**config.mk**
```make
export PLATFORM = sky130hd
export DESIGN_NAME = adcsq_top
export DESIGN_NICKNAME = d
export VERILOG_FILES = /design/src/include/adcsq_pkg.sv /design/src/include/adcsq_dly_if.sv /design/src/adcsq_delay.sv /design/src/adcsq_top.sv
export VERILOG_INCLUDE_DIRS = /design/src /design/src/include
export SDC_FILE = /design/constraint.sdc
export NUM_CORES = 1
export LEC_CHECK = 0
export ABC_AREA = 1
export ABC_CLOCK_PERIOD_IN_PS = 4500
export BUFFER_PORTS_ARGS = -buffer_cell sky130_fd_sc_hd__buf_2
export CORE_MARGIN = 4
export CORE_UTILIZATION = 40
export DETAILED_ROUTE_END_ITERATION = 8
export PLACE_DENSITY_LB_ADDON = 0.3
export SETUP_SLACK_MARGIN = 0.15
export SYNTH_ARGS = -nofsm -noshare
export SYNTH_HDL_FRONTEND = slang
export SYNTH_SLANG_ARGS = --single-unit
```
**constraint.sdc**
```tcl
create_clock -name i_clk -period 4.5 [get_ports i_clk]
set_input_delay 0.225 -clock i_clk [delete_from_list [all_inputs] [get_ports i_clk]]
set_output_delay 0.225 -clock i_clk [all_outputs]
set_load 0.05 [all_outputs]
```
**src/include/adcsq_consts.svh**
```systemverilog
`ifndef ADCSQ_CONSTS_SVH
`define ADCSQ_CONSTS_SVH

// ----------------------------------------
// Register offsets
// ----------------------------------------
`define ADCSQ_ADDR_UNUSED_A 6'h29
`define ADCSQ_ADDR_UNUSED_B 6'h2A
`define ADCSQ_ADDR_CTRL 6'h2B
`define ADCSQ_ADDR_DELAYS 6'h2C
`define ADCSQ_ADDR_CHMAP 6'h2D

// ----------------------------------------
// Reset values
// ----------------------------------------
`define ADCSQ_CTRL_RST 24'h000000
`define ADCSQ_DELAYS_RST 24'h000000
`define ADCSQ_CHMAP_RST 24'h000000
`define ADCSQ_UNUSED_VAL 24'h000000

// ----------------------------------------
// Field positions, sequencer_control
// ----------------------------------------
`define ADCSQ_ADC_WAKE_BIT 0
`define ADCSQ_GP_REQ_BIT 1
`define ADCSQ_GP_CONT_BIT 2
`define ADCSQ_GP_PAUSE_BIT 3
`define ADCSQ_GP_LAST_LSB 4
`define ADCSQ_LED_MANUAL_BIT 8
`define ADCSQ_TOUCH_WAKE_BIT 12
`define ADCSQ_TOUCH_REQ_BIT 13
`define ADCSQ_TOUCH_CONT_BIT 14
`define ADCSQ_TOUCH_PAUSE_BIT 15
`define ADCSQ_TOUCH_LAST_LSB 16
`define ADCSQ_PEN_DETECT_BIT 20

// ----------------------------------------
// Field positions, sequencer_delays
// ----------------------------------------
`define ADCSQ_GP_PRE_LSB 0
`define ADCSQ_GP_INTER_LSB 4
`define ADCSQ_GP_POST_LSB 8
`define ADCSQ_TOUCH_PRE_LSB 12
`define ADCSQ_TOUCH_INTER_LSB 16
`define ADCSQ_TOUCH_POST_LSB 20

// ----------------------------------------
// Slot map and timing
// ----------------------------------------
`define ADCSQ_MAPPED_SLOTS 6
`define ADCSQ_DLY_UNIT_NS 1000
`define ADCSQ_CLK_MHZ 25
`define ADCSQ_DLY_TICK_CYC ((`ADCSQ_DLY_UNIT_NS * `ADCSQ_CLK_MHZ) / 1000)

`endif

```
**src/include/adcsq_pkg.sv**
```systemverilog
package adcsq_pkg;

    // Sequencer states
    typedef enum logic [2:0] {
        ST_IDLE,
        ST_PRE,
        ST_CONV,
        ST_WAIT,
        ST_GAP,
        ST_POST
    } adcsq_state_type;

    typedef logic [23:0] adcsq_word_type;
    typedef logic [5:0] adcsq_addr_type;
    typedef logic [2:0] adcsq_slot_type;
    typedef logic [3:0] adcsq_nib_type;

endpackage

```
**src/include/adcsq_dly_if.sv**
```systemverilog
`timescale 1ns/1ps

// Link between the sequencer and its delay timer
interface adcsq_dly_if;
    logic load;
    logic [3:0] value;
    logic tick;
    logic done;
    modport ctrl (output load, output value, output tick, input done);
    modport timer (input load, input value, input tick, output done);
endinterface

```
**src/adcsq_delay.sv**
```systemverilog
`timescale 1ns/1ps

module adcsq_delay (
    // Clock and reset
    input wire logic i_clk,
    input wire logic i_rstn,
    // Control
    adcsq_dly_if.timer dly
);
    import adcsq_pkg::*;

    adcsq_nib_type cnt_q;
    logic run_q;

    // ----------------------------------------
    // Delay counter
    // ----------------------------------------
    // Counts delay-unit ticks; a value of zero ends on the cycle after load.
    // Done stands from zero until the next load, so a pause cannot swallow it.
    always_ff @(posedge i_clk) begin
        if (!i_rstn) begin
            cnt_q <= 4'h0;
            run_q <= 1'b0;
        end else if (dly.load) begin
            cnt_q <= dly.value;
            run_q <= 1'b1;
        end else if (run_q && dly.tick && cnt_q != 4'h0) begin
            cnt_q <= cnt_q - 4'h1;
        end
    end

    assign dly.done = run_q && cnt_q == 4'h0;

    // ----------------------------------------
    // Checks
    // ----------------------------------------
    property p_dly_load;
        @(posedge i_clk) disable iff (!i_rstn)
        dly.load |=> run_q && cnt_q == $past(dly.value);
    endproperty
    a_dly_load: assert property (p_dly_load) else $error("delay not loaded");

    property p_dly_hold;
        @(posedge i_clk) disable iff (!i_rstn)
        run_q && !dly.load && !dly.tick && cnt_q != 4'h0 |=> $stable(cnt_q) && run_q;
    endproperty
    a_dly_hold: assert property (p_dly_hold) else $error("delay moved without tick");

    property p_dly_stand;
        @(posedge i_clk) disable iff (!i_rstn)
        dly.done && !dly.load |=> dly.done;
    endproperty
    a_dly_stand: assert property (p_dly_stand) else $error("delay end lost");
endmodule

```
**src/adcsq_top.sv**
```systemverilog
`timescale 1ns/1ps
`include "adcsq_consts.svh"

// Summary of operation
// - Wake bit powers up the converter
// - Request bit starts general-purpose sequence
// - Continuous bit repeats general sequence
// - Touch request wins over general request
// - General pause freezes the general sequencer
// - Start at slot zero, stop after last
// - LED bit enables manual LED control
// - Touch wake bit powers up touch function
// - Touch request bit starts touch sequence
// - Touch continuous bit repeats touch sequence
// - Touch pause freezes the touch sequencer
// - Touch last slot set independently
// - Pre-delay before general readings begin
// - Inter-delay between successive general readings
// - Post-delay only between continuous general wraps
// - Touch has own pre, inter, post delays
// - Slot fields pick channel per result slot
// - Two unused locations read zero
module adcsq_top #(
    parameter int DLY_TICK_CYC = `ADCSQ_DLY_TICK_CYC
) (
    // Clock and reset
    input wire logic i_clk,
    input wire logic i_rstn,
    // Register port from the serial interface
    input wire logic i_wr_en,
    input wire logic i_rd_en,
    input wire adcsq_pkg::adcsq_addr_type i_addr,
    input wire adcsq_pkg::adcsq_word_type i_wdata,
    output adcsq_pkg::adcsq_word_type o_rdata,
    // Channels for slots 6 and 7, held elsewhere
    input wire logic [7:0] i_ext_channel_select,
    // Converter
    input wire logic i_conv_done,
    output logic o_conv_start,
    output adcsq_pkg::adcsq_slot_type o_conv_slot,
    output adcsq_pkg::adcsq_nib_type o_conv_channel,
    output logic o_conv_touch,
    output logic o_result_write,
    // Power and mode levels
    output logic o_adc_wake,
    output logic o_touch_wake,
    output logic o_pen_detect,
    output logic o_led_manual,
    output logic o_busy
);
    import adcsq_pkg::*;

    generate
        if (DLY_TICK_CYC < 1 || DLY_TICK_CYC > 65536) begin : g_bad_tick
            $error("DLY_TICK_CYC must lie in 1..65536");
        end
    endgenerate

    adcsq_word_type ctrl_q, ctrl_d;
    adcsq_word_type dly_q;
    adcsq_word_type map_q;
    adcsq_word_type rdata_q;
    adcsq_state_type state_q, state_d;
    adcsq_slot_type slot_q;
    adcsq_nib_type chan_q;
    logic touch_q;
    logic [15:0] div_q;
    logic tick;
    logic take_gp, take_touch;
    logic paused, cont, is_last, yield;
    adcsq_slot_type last_slot;
    adcsq_nib_type pre_v, inter_v, post_v;

    adcsq_dly_if dly ();

    adcsq_delay u_delay (
        .i_clk (i_clk),
        .i_rstn (i_rstn),
        .dly (dly)
    );

    // ----------------------------------------
    // Delay-unit divider
    // ----------------------------------------
    // One-cycle enable per delay unit
    always_ff @(posedge i_clk) begin
        if (!i_rstn) begin
            div_q <= 16'h0000;
        end else if (div_q == 16'(DLY_TICK_CYC - 1)) begin
            div_q <= 16'h0000;
        end else begin
            div_q <= div_q + 16'h0001;
        end
    end

    assign tick = div_q == 16'(DLY_TICK_CYC - 1);

    // ----------------------------------------
    // Active sequence settings
    // ----------------------------------------
    // Both sequences share one engine; touch_q picks which field set steers it
    always_comb begin
        if (touch_q) begin
            paused = ctrl_q[`ADCSQ_TOUCH_PAUSE_BIT];
            cont = ctrl_q[`ADCSQ_TOUCH_CONT_BIT];
            last_slot = ctrl_q[`ADCSQ_TOUCH_LAST_LSB +: 3];
            pre_v = dly_q[`ADCSQ_TOUCH_PRE_LSB +: 4];
            inter_v = dly_q[`ADCSQ_TOUCH_INTER_LSB +: 4];
            post_v = dly_q[`ADCSQ_TOUCH_POST_LSB +: 4];
        end else begin
            paused = ctrl_q[`ADCSQ_GP_PAUSE_BIT];
            cont = ctrl_q[`ADCSQ_GP_CONT_BIT];
            last_slot = ctrl_q[`ADCSQ_GP_LAST_LSB +: 3];
            pre_v = dly_q[`ADCSQ_GP_PRE_LSB +: 4];
            inter_v = dly_q[`ADCSQ_GP_INTER_LSB +: 4];
            post_v = dly_q[`ADCSQ_GP_POST_LSB +: 4];
        end
    end

    assign is_last = slot_q == last_slot;
    // A pending touch request ends a continuous general run at its wrap
    assign yield = !touch_q && ctrl_q[`ADCSQ_TOUCH_REQ_BIT];

    // Requests are taken only while the converter is awake
    assign take_touch = state_q == ST_IDLE && ctrl_q[`ADCSQ_ADC_WAKE_BIT]
        && ctrl_q[`ADCSQ_TOUCH_REQ_BIT];
    assign take_gp = state_q == ST_IDLE && ctrl_q[`ADCSQ_ADC_WAKE_BIT]
        && ctrl_q[`ADCSQ_GP_REQ_BIT] && !ctrl_q[`ADCSQ_TOUCH_REQ_BIT];

    // ----------------------------------------
    // Sequencer next state
    // ----------------------------------------
    always_comb begin
        state_d = state_q;
        dly.load = 1'b0;
        dly.value = pre_v;
        unique case (state_q)
            ST_IDLE: begin
                if (take_touch || take_gp) begin
                    state_d = ST_PRE;
                    dly.load = 1'b1;
                    dly.value = take_touch ? dly_q[`ADCSQ_TOUCH_PRE_LSB +: 4]
                                           : dly_q[`ADCSQ_GP_PRE_LSB +: 4];
                end
            end
            ST_PRE, ST_GAP, ST_POST: begin
                if (dly.done && !paused) begin
                    state_d = ST_CONV;
                end
            end
            ST_CONV: begin
                if (!paused) begin
                    state_d = ST_WAIT;
                end
            end
            ST_WAIT: begin
                if (i_conv_done) begin
                    if (!is_last) begin
                        state_d = ST_GAP;
                        dly.load = 1'b1;
                        dly.value = inter_v;
                    end else if (cont && !yield) begin
                        state_d = ST_POST;
                        dly.load = 1'b1;
                        dly.value = post_v;
                    end else begin
                        state_d = ST_IDLE;
                    end
                end
            end
        endcase
    end

    // Delay time stops while the active sequence is paused
    assign dly.tick = tick && !paused;

    // ----------------------------------------
    // Sequencer state and slot
    // ----------------------------------------
    always_ff @(posedge i_clk) begin
        if (!i_rstn) begin
            state_q <= ST_IDLE;
            slot_q <= 3'h0;
            touch_q <= 1'b0;
        end else begin
            state_q <= state_d;
            if (take_touch || take_gp) begin
                touch_q <= take_touch;
                slot_q <= 3'h0;
            end else if (state_q == ST_WAIT && i_conv_done) begin
                // Slot moves on entry to a delay so the channel settles before use
                slot_q <= is_last ? 3'h0 : slot_q + 3'h1;
            end
        end
    end

    // ----------------------------------------
    // Channel for the current slot
    // ----------------------------------------
    always_ff @(posedge i_clk) begin
        if (!i_rstn) begin
            chan_q <= 4'h0;
        end else if (slot_q < 3'(`ADCSQ_MAPPED_SLOTS)) begin
            chan_q <= map_q[{slot_q, 2'b00} +: 4];
        end else begin
            chan_q <= i_ext_channel_select[{slot_q[0], 2'b00} +: 4];
        end
    end

    // ----------------------------------------
    // Control register write and request clear
    // ----------------------------------------
    // A host write in the same cycle wins over the self-clear
    always_comb begin
        ctrl_d = ctrl_q;
        if (take_touch) begin
            ctrl_d[`ADCSQ_TOUCH_REQ_BIT] = 1'b0;
        end
        if (take_gp) begin
            ctrl_d[`ADCSQ_GP_REQ_BIT] = 1'b0;
        end
        if (i_wr_en && i_addr == `ADCSQ_ADDR_CTRL) begin
            ctrl_d = i_wdata;
        end
    end

    always_ff @(posedge i_clk) begin
        if (!i_rstn) begin
            ctrl_q <= `ADCSQ_CTRL_RST;
        end else begin
            ctrl_q <= ctrl_d;
        end
    end

    // Delay and channel-map registers
    always_ff @(posedge i_clk) begin
        if (!i_rstn) begin
            dly_q <= `ADCSQ_DELAYS_RST;
            map_q <= `ADCSQ_CHMAP_RST;
        end else if (i_wr_en) begin
            if (i_addr == `ADCSQ_ADDR_DELAYS) begin
                dly_q <= i_wdata;
            end
            if (i_addr == `ADCSQ_ADDR_CHMAP) begin
                map_q <= i_wdata;
            end
        end
    end

    // ----------------------------------------
    // Register read
    // ----------------------------------------
    // Read data lands the cycle after the strobe; unmapped reads give zero
    always_ff @(posedge i_clk) begin
        if (!i_rstn) begin
            rdata_q <= 24'h000000;
        end else if (i_rd_en) begin
            unique case (i_addr)
                `ADCSQ_ADDR_UNUSED_A: rdata_q <= `ADCSQ_UNUSED_VAL;
                `ADCSQ_ADDR_UNUSED_B: rdata_q <= `ADCSQ_UNUSED_VAL;
                `ADCSQ_ADDR_CTRL: rdata_q <= ctrl_q;
                `ADCSQ_ADDR_DELAYS: rdata_q <= dly_q;
                `ADCSQ_ADDR_CHMAP: rdata_q <= map_q;
                default: rdata_q <= 24'h000000;
            endcase
        end
    end

    // ----------------------------------------
    // Outputs
    // ----------------------------------------
    assign o_rdata = rdata_q;
    assign o_conv_start = state_q == ST_CONV && !paused;
    assign o_result_write = state_q == ST_WAIT && i_conv_done;
    assign o_conv_slot = slot_q;
    assign o_conv_channel = chan_q;
    assign o_conv_touch = touch_q;
    assign o_busy = state_q != ST_IDLE;
    // Pen detect is passed on as written; keeping wake off is the host's job
    assign o_adc_wake = ctrl_q[`ADCSQ_ADC_WAKE_BIT];
    assign o_touch_wake = ctrl_q[`ADCSQ_TOUCH_WAKE_BIT];
    assign o_pen_detect = ctrl_q[`ADCSQ_PEN_DETECT_BIT];
    assign o_led_manual = ctrl_q[`ADCSQ_LED_MANUAL_BIT];

    // ----------------------------------------
    // Checks
    // ----------------------------------------
    property p_wake;
        @(posedge i_clk) disable iff (!i_rstn)
        i_wr_en && i_addr == `ADCSQ_ADDR_CTRL |=> o_adc_wake == $past(i_wdata[0])
            && o_touch_wake == $past(i_wdata[12]);
    endproperty
    a_wake: assert property (p_wake) else $error("wake level wrong");

    property p_led;
        @(posedge i_clk) disable iff (!i_rstn)
        i_wr_en && i_addr == `ADCSQ_ADDR_CTRL |=> o_led_manual == $past(i_wdata[8]);
    endproperty
    a_led: assert property (p_led) else $error("led override wrong");

    property p_prio;
        @(posedge i_clk) disable iff (!i_rstn)
        state_q == ST_IDLE && o_adc_wake && ctrl_q[1] && ctrl_q[13]
            |=> state_q == ST_PRE && o_conv_touch && ctrl_q[1];
    endproperty
    a_prio: assert property (p_prio) else $error("touch did not win");

    property p_first_slot;
        @(posedge i_clk) disable iff (!i_rstn)
        take_gp |=> o_conv_slot == 3'h0 ##0 (o_busy throughout (!o_conv_start [*1]));
    endproperty
    a_first_slot: assert property (p_first_slot) else $error("not at slot zero");

    property p_wrap;
        @(posedge i_clk) disable iff (!i_rstn)
        o_result_write && is_last && cont && !yield |=> state_q == ST_POST && o_conv_slot == 3'h0;
    endproperty
    a_wrap: assert property (p_wrap) else $error("no wrap in continuous mode");

    property p_single;
        @(posedge i_clk) disable iff (!i_rstn)
        o_result_write && is_last && !cont |=> !o_busy ##1 (!o_busy || $past(take_gp || take_touch));
    endproperty
    a_single: assert property (p_single) else $error("single pass did not stop");

    property p_gap;
        @(posedge i_clk) disable iff (!i_rstn)
        o_result_write && !is_last |=> state_q == ST_GAP && o_conv_slot == $past(o_conv_slot) + 3'h1;
    endproperty
    a_gap: assert property (p_gap) else $error("inter delay skipped");

    property p_pause;
        @(posedge i_clk) disable iff (!i_rstn)
        paused && state_q != ST_IDLE |-> !o_conv_start ##1 (state_q != ST_WAIT || $past(state_q) == ST_WAIT);
    endproperty
    a_pause: assert property (p_pause) else $error("ran while paused");

    property p_channel;
        @(posedge i_clk) disable iff (!i_rstn)
        o_conv_start && o_conv_slot < 3'h6 |-> o_conv_channel == map_q[{o_conv_slot, 2'b00} +: 4];
    endproperty
    a_channel: assert property (p_channel) else $error("wrong channel for slot");

    property p_unused;
        @(posedge i_clk) disable iff (!i_rstn)
        i_rd_en && (i_addr == `ADCSQ_ADDR_UNUSED_A || i_addr == `ADCSQ_ADDR_UNUSED_B) |=> o_rdata == 24'h000000;
    endproperty
    a_unused: assert property (p_unused) else $error("unused location not zero");

    property p_reset;
        @(posedge i_clk)
        $rose(i_rstn) |-> ctrl_q == 24'h000000 && dly_q == 24'h000000 && !o_busy;
    endproperty
    a_reset: assert property (p_reset) else $error("reset state wrong");
endmodule

```
==> run summary <==
Die Height = 130 um
Logic pwr share = 11.7%
Synth warnings = 0
DR pass1 iterations = 5
Starting DRT DRC Count = 527
total track usage = 20.8%
status = finished, final reports clean
Synth top area share = 42.9%
non-filler cells, final = 1103
CTS H-tree lvls = 4
Max Slew Vio Count = 0
# hold bufs at CTS = 0
NetSw = 0.000787 W
Reg2Reg Setup Slack = 2.34 ns
RSZ-0062 raised after global routing = false
remaining antenna violation count = 0
fin crit period = 2.16 ns
Post-DP Area = 0.00647 mm^2
relative slew slack = 29.3%
initial core utilization = 41.0%
largest net degree at the start of global routing = 71
static leakage = 2.69 nW
Max Clock Skew = 0.00760 ns
f_max = 463 MHz
drt total wl = 17.2 mm
clock tree buffer depth = 2
CTS root buffer = clkbuf_16
CTS tree = built
TNS Setup = 0 ns
CTS-repair resized insts = 0
Finished Cell Area = 0.00705 mm^2
Die W = 130 um
dominant cells by area after synthesis = dfxtp_1, nand2_1, a21oi_1, o21ai_0, inv_1
hpwl dp = 12.0 mm
final setup violation count = 0
hold_ws = 0.0885 ns
Seq cells post-synth = 128
CTS buffer count = 17
Flop pwr share = 41.2%
worst-path fanout max = 25
GR Overflow Total = 0
setup repair bufs after CTS = 0
Startpoint Class = register
Vias per Instance = 5.27
ant diodes = 0
Hold WC Path Type = in -> reg
first-pass GRT wire length = 27.5 mm
PortBufs = 81
routability cong. = 0.916
initial antenna violation count = 0
CP Capture Type = register
crit path DAT = 2.51 ns
Vias = 5816
die area = 0.0170 mm^2
total of fill cells in the finished design = 1485
row count = 44
Syn Inst Count = 844
Area Overhead vs Synth = 18.0%
IO Count = 82
Clock Sink Count = 128
internal power = 0.00207 W
Inst Count DP = 1072
sequential share of the synthesized area = 42.9%
Least-Margin Pin Slew = 1.06 ns
Worst Path Required = 4.85 ns
leading area contributor after synthesis = dfxtp_1
period utilization = 48.0%
worst IR drop on VDD = 0.000264 V
layout cells sized above 1 = 14.6%
core box area = 0.0146 mm^2
DRC errors left = 0
Final #Nets = 955
vias in the first global route = 5315
WS Path Type = reg -> reg
synthesized area = 0.00597 mm^2
post-synth net total = 892
clock share of power = 47.1%
Fin. Hold Viols = 0
Worst-Skew Late Latency = 0.42 ns
Max Cap Violations = 0
Total Power Consumption = 0.00286 W
Avg Cell Area, Syn = 7.08 um^2
Pwr Density = 406 mW/mm^2
Synth cell types = 37
switching share of total power = 27.5%
WL per Instance = 15.6 um
Clock transition at path regs = 0.06 ns
worst paths after layout:
kind	startpoint	end	cells after the start
max	o_conv_touch	u_delay.cnt_q[0]	11
min reg2reg	ctrl_q[23]	ctrl_q[23]	2
min	i_wdata[11]	dly_q[11]	3
max reg2reg	o_conv_touch	u_delay.cnt_q[0]	11
cell families after synthesis:
group	share of synthesized area [%]
and+or+nand+nor	21.0
AOI/OAI and AO/OA	24.6
buffers and inverters	9.91
DFF	42.9
adders and majority gates	1.05
xor gates and xnor gates	0.586
power groups by stage:
stage	clock network, W	registers [W]	logic, W
floorplan	0	0.00121	0.000229
global placement	0	0.00120	0.000330
detailed placement	0	0.00120	0.000333
CTS	0.00137	0.00118	0.000337
global route	0.00143	0.00118	0.000372
finish	0.00135	0.00118	0.000334
final cells by class:
class / count / area (um^2) / share of cell area (%)
Tap cell: 184 / 230 / 3.27
Multi-Input combinational cell: 567 / 2820 / 40.0
Timing Repair Buffer: 89 / 465 / 6.60
Sequential cell: 128 / 2560 / 36.4
Clock inverter: 13 / 141 / 2.01
Inverter: 104 / 390 / 5.54
Clock buffer: 18 / 439 / 6.23
cell usage in the layout, fill, tap and decap left out, types with 7 or more instances in the layout:
| cell | instances |
|---|---|
| o21ai_1 | 7 |
| clkbuf_16 | 17 |
| buf_4 | 8 |
| o211ai_1 | 10 |
| a21oi_1 | 125 |
| nand3_1 | 46 |
| dfxtp_1 | 128 |
| buf_2 | 81 |
| nand4_1 | 8 |
| nor2_1 | 40 |
| inv_1 | 99 |
| o221ai_1 | 23 |
| o21ai_0 | 89 |
| nand2_1 | 181 |
worst max-delay path, cell delays in order (launching register included):
cell	delay [ns]
dfxtp_1	0.47
buf_4	0.32
inv_2	0.14
nand3_1	0.13
nand2_1	0.16
inv_1	0.11
nand4_1	0.21
nand2_1	0.14
nand2_1	0.12
nand3_1	0.11
nand2_1	0.06
nor2_1	0.12
stage by stage:
step	utilization, %	setup WS (ns)
after global placement	44.3	2.34
after global routing	48.3	2.13
after CTS	48.3	2.36
after detailed placement	44.3	2.32
final	48.3	2.34
after floorplan	-	2.14
sequential cells by signal, indices dropped and copies added, names as in the netlist:
name / cells
ctrl_q: 24
dly_q: 24
map_q: 24
o_rdata: 24
div_q: 16
o_conv_channel: 4
u_delay.cnt_q: 4
o_conv_slot: 3
state_q: 3
o_conv_touch: 1
u_delay.run_q: 1
cells in the mapped netlist:
cell,number
a211oi_1,1
a21o_1,1
a21oi_1,125
a21oi_2,2
a22oi_1,2
a31oi_1,5
and2_1,1
buf_1,2
buf_2,8
buf_4,2
buf_6,2
clkbuf_1,31
clkinv_1,2
dfxtp_1,128
ha_1,5
inv_1,99
inv_2,3
nand2_1,181
nand2_2,1
nand3_1,46
nand3_2,1
nand4_1,8
nor2_1,40
nor2_2,1
nor2_4,1
nor3_1,5
nor3_2,2
nor3_4,1
nor3b_1,2
nor4_4,1
o211ai_1,10
o21a_1,1
o21ai_0,89
o21ai_1,7
o221ai_1,23
or2_2,1
xor2_1,4
per-layer routing:
layer	vias to the layer above	wire, um	global-route usage [%]
met5	-	0	0
met4	0	306	6.97
met3	25	1360	5.36
met2	212	7810	32.6
met1	2617	7710	27.9
li1	2962	-	-
Power figures use the tool's default switching activity.
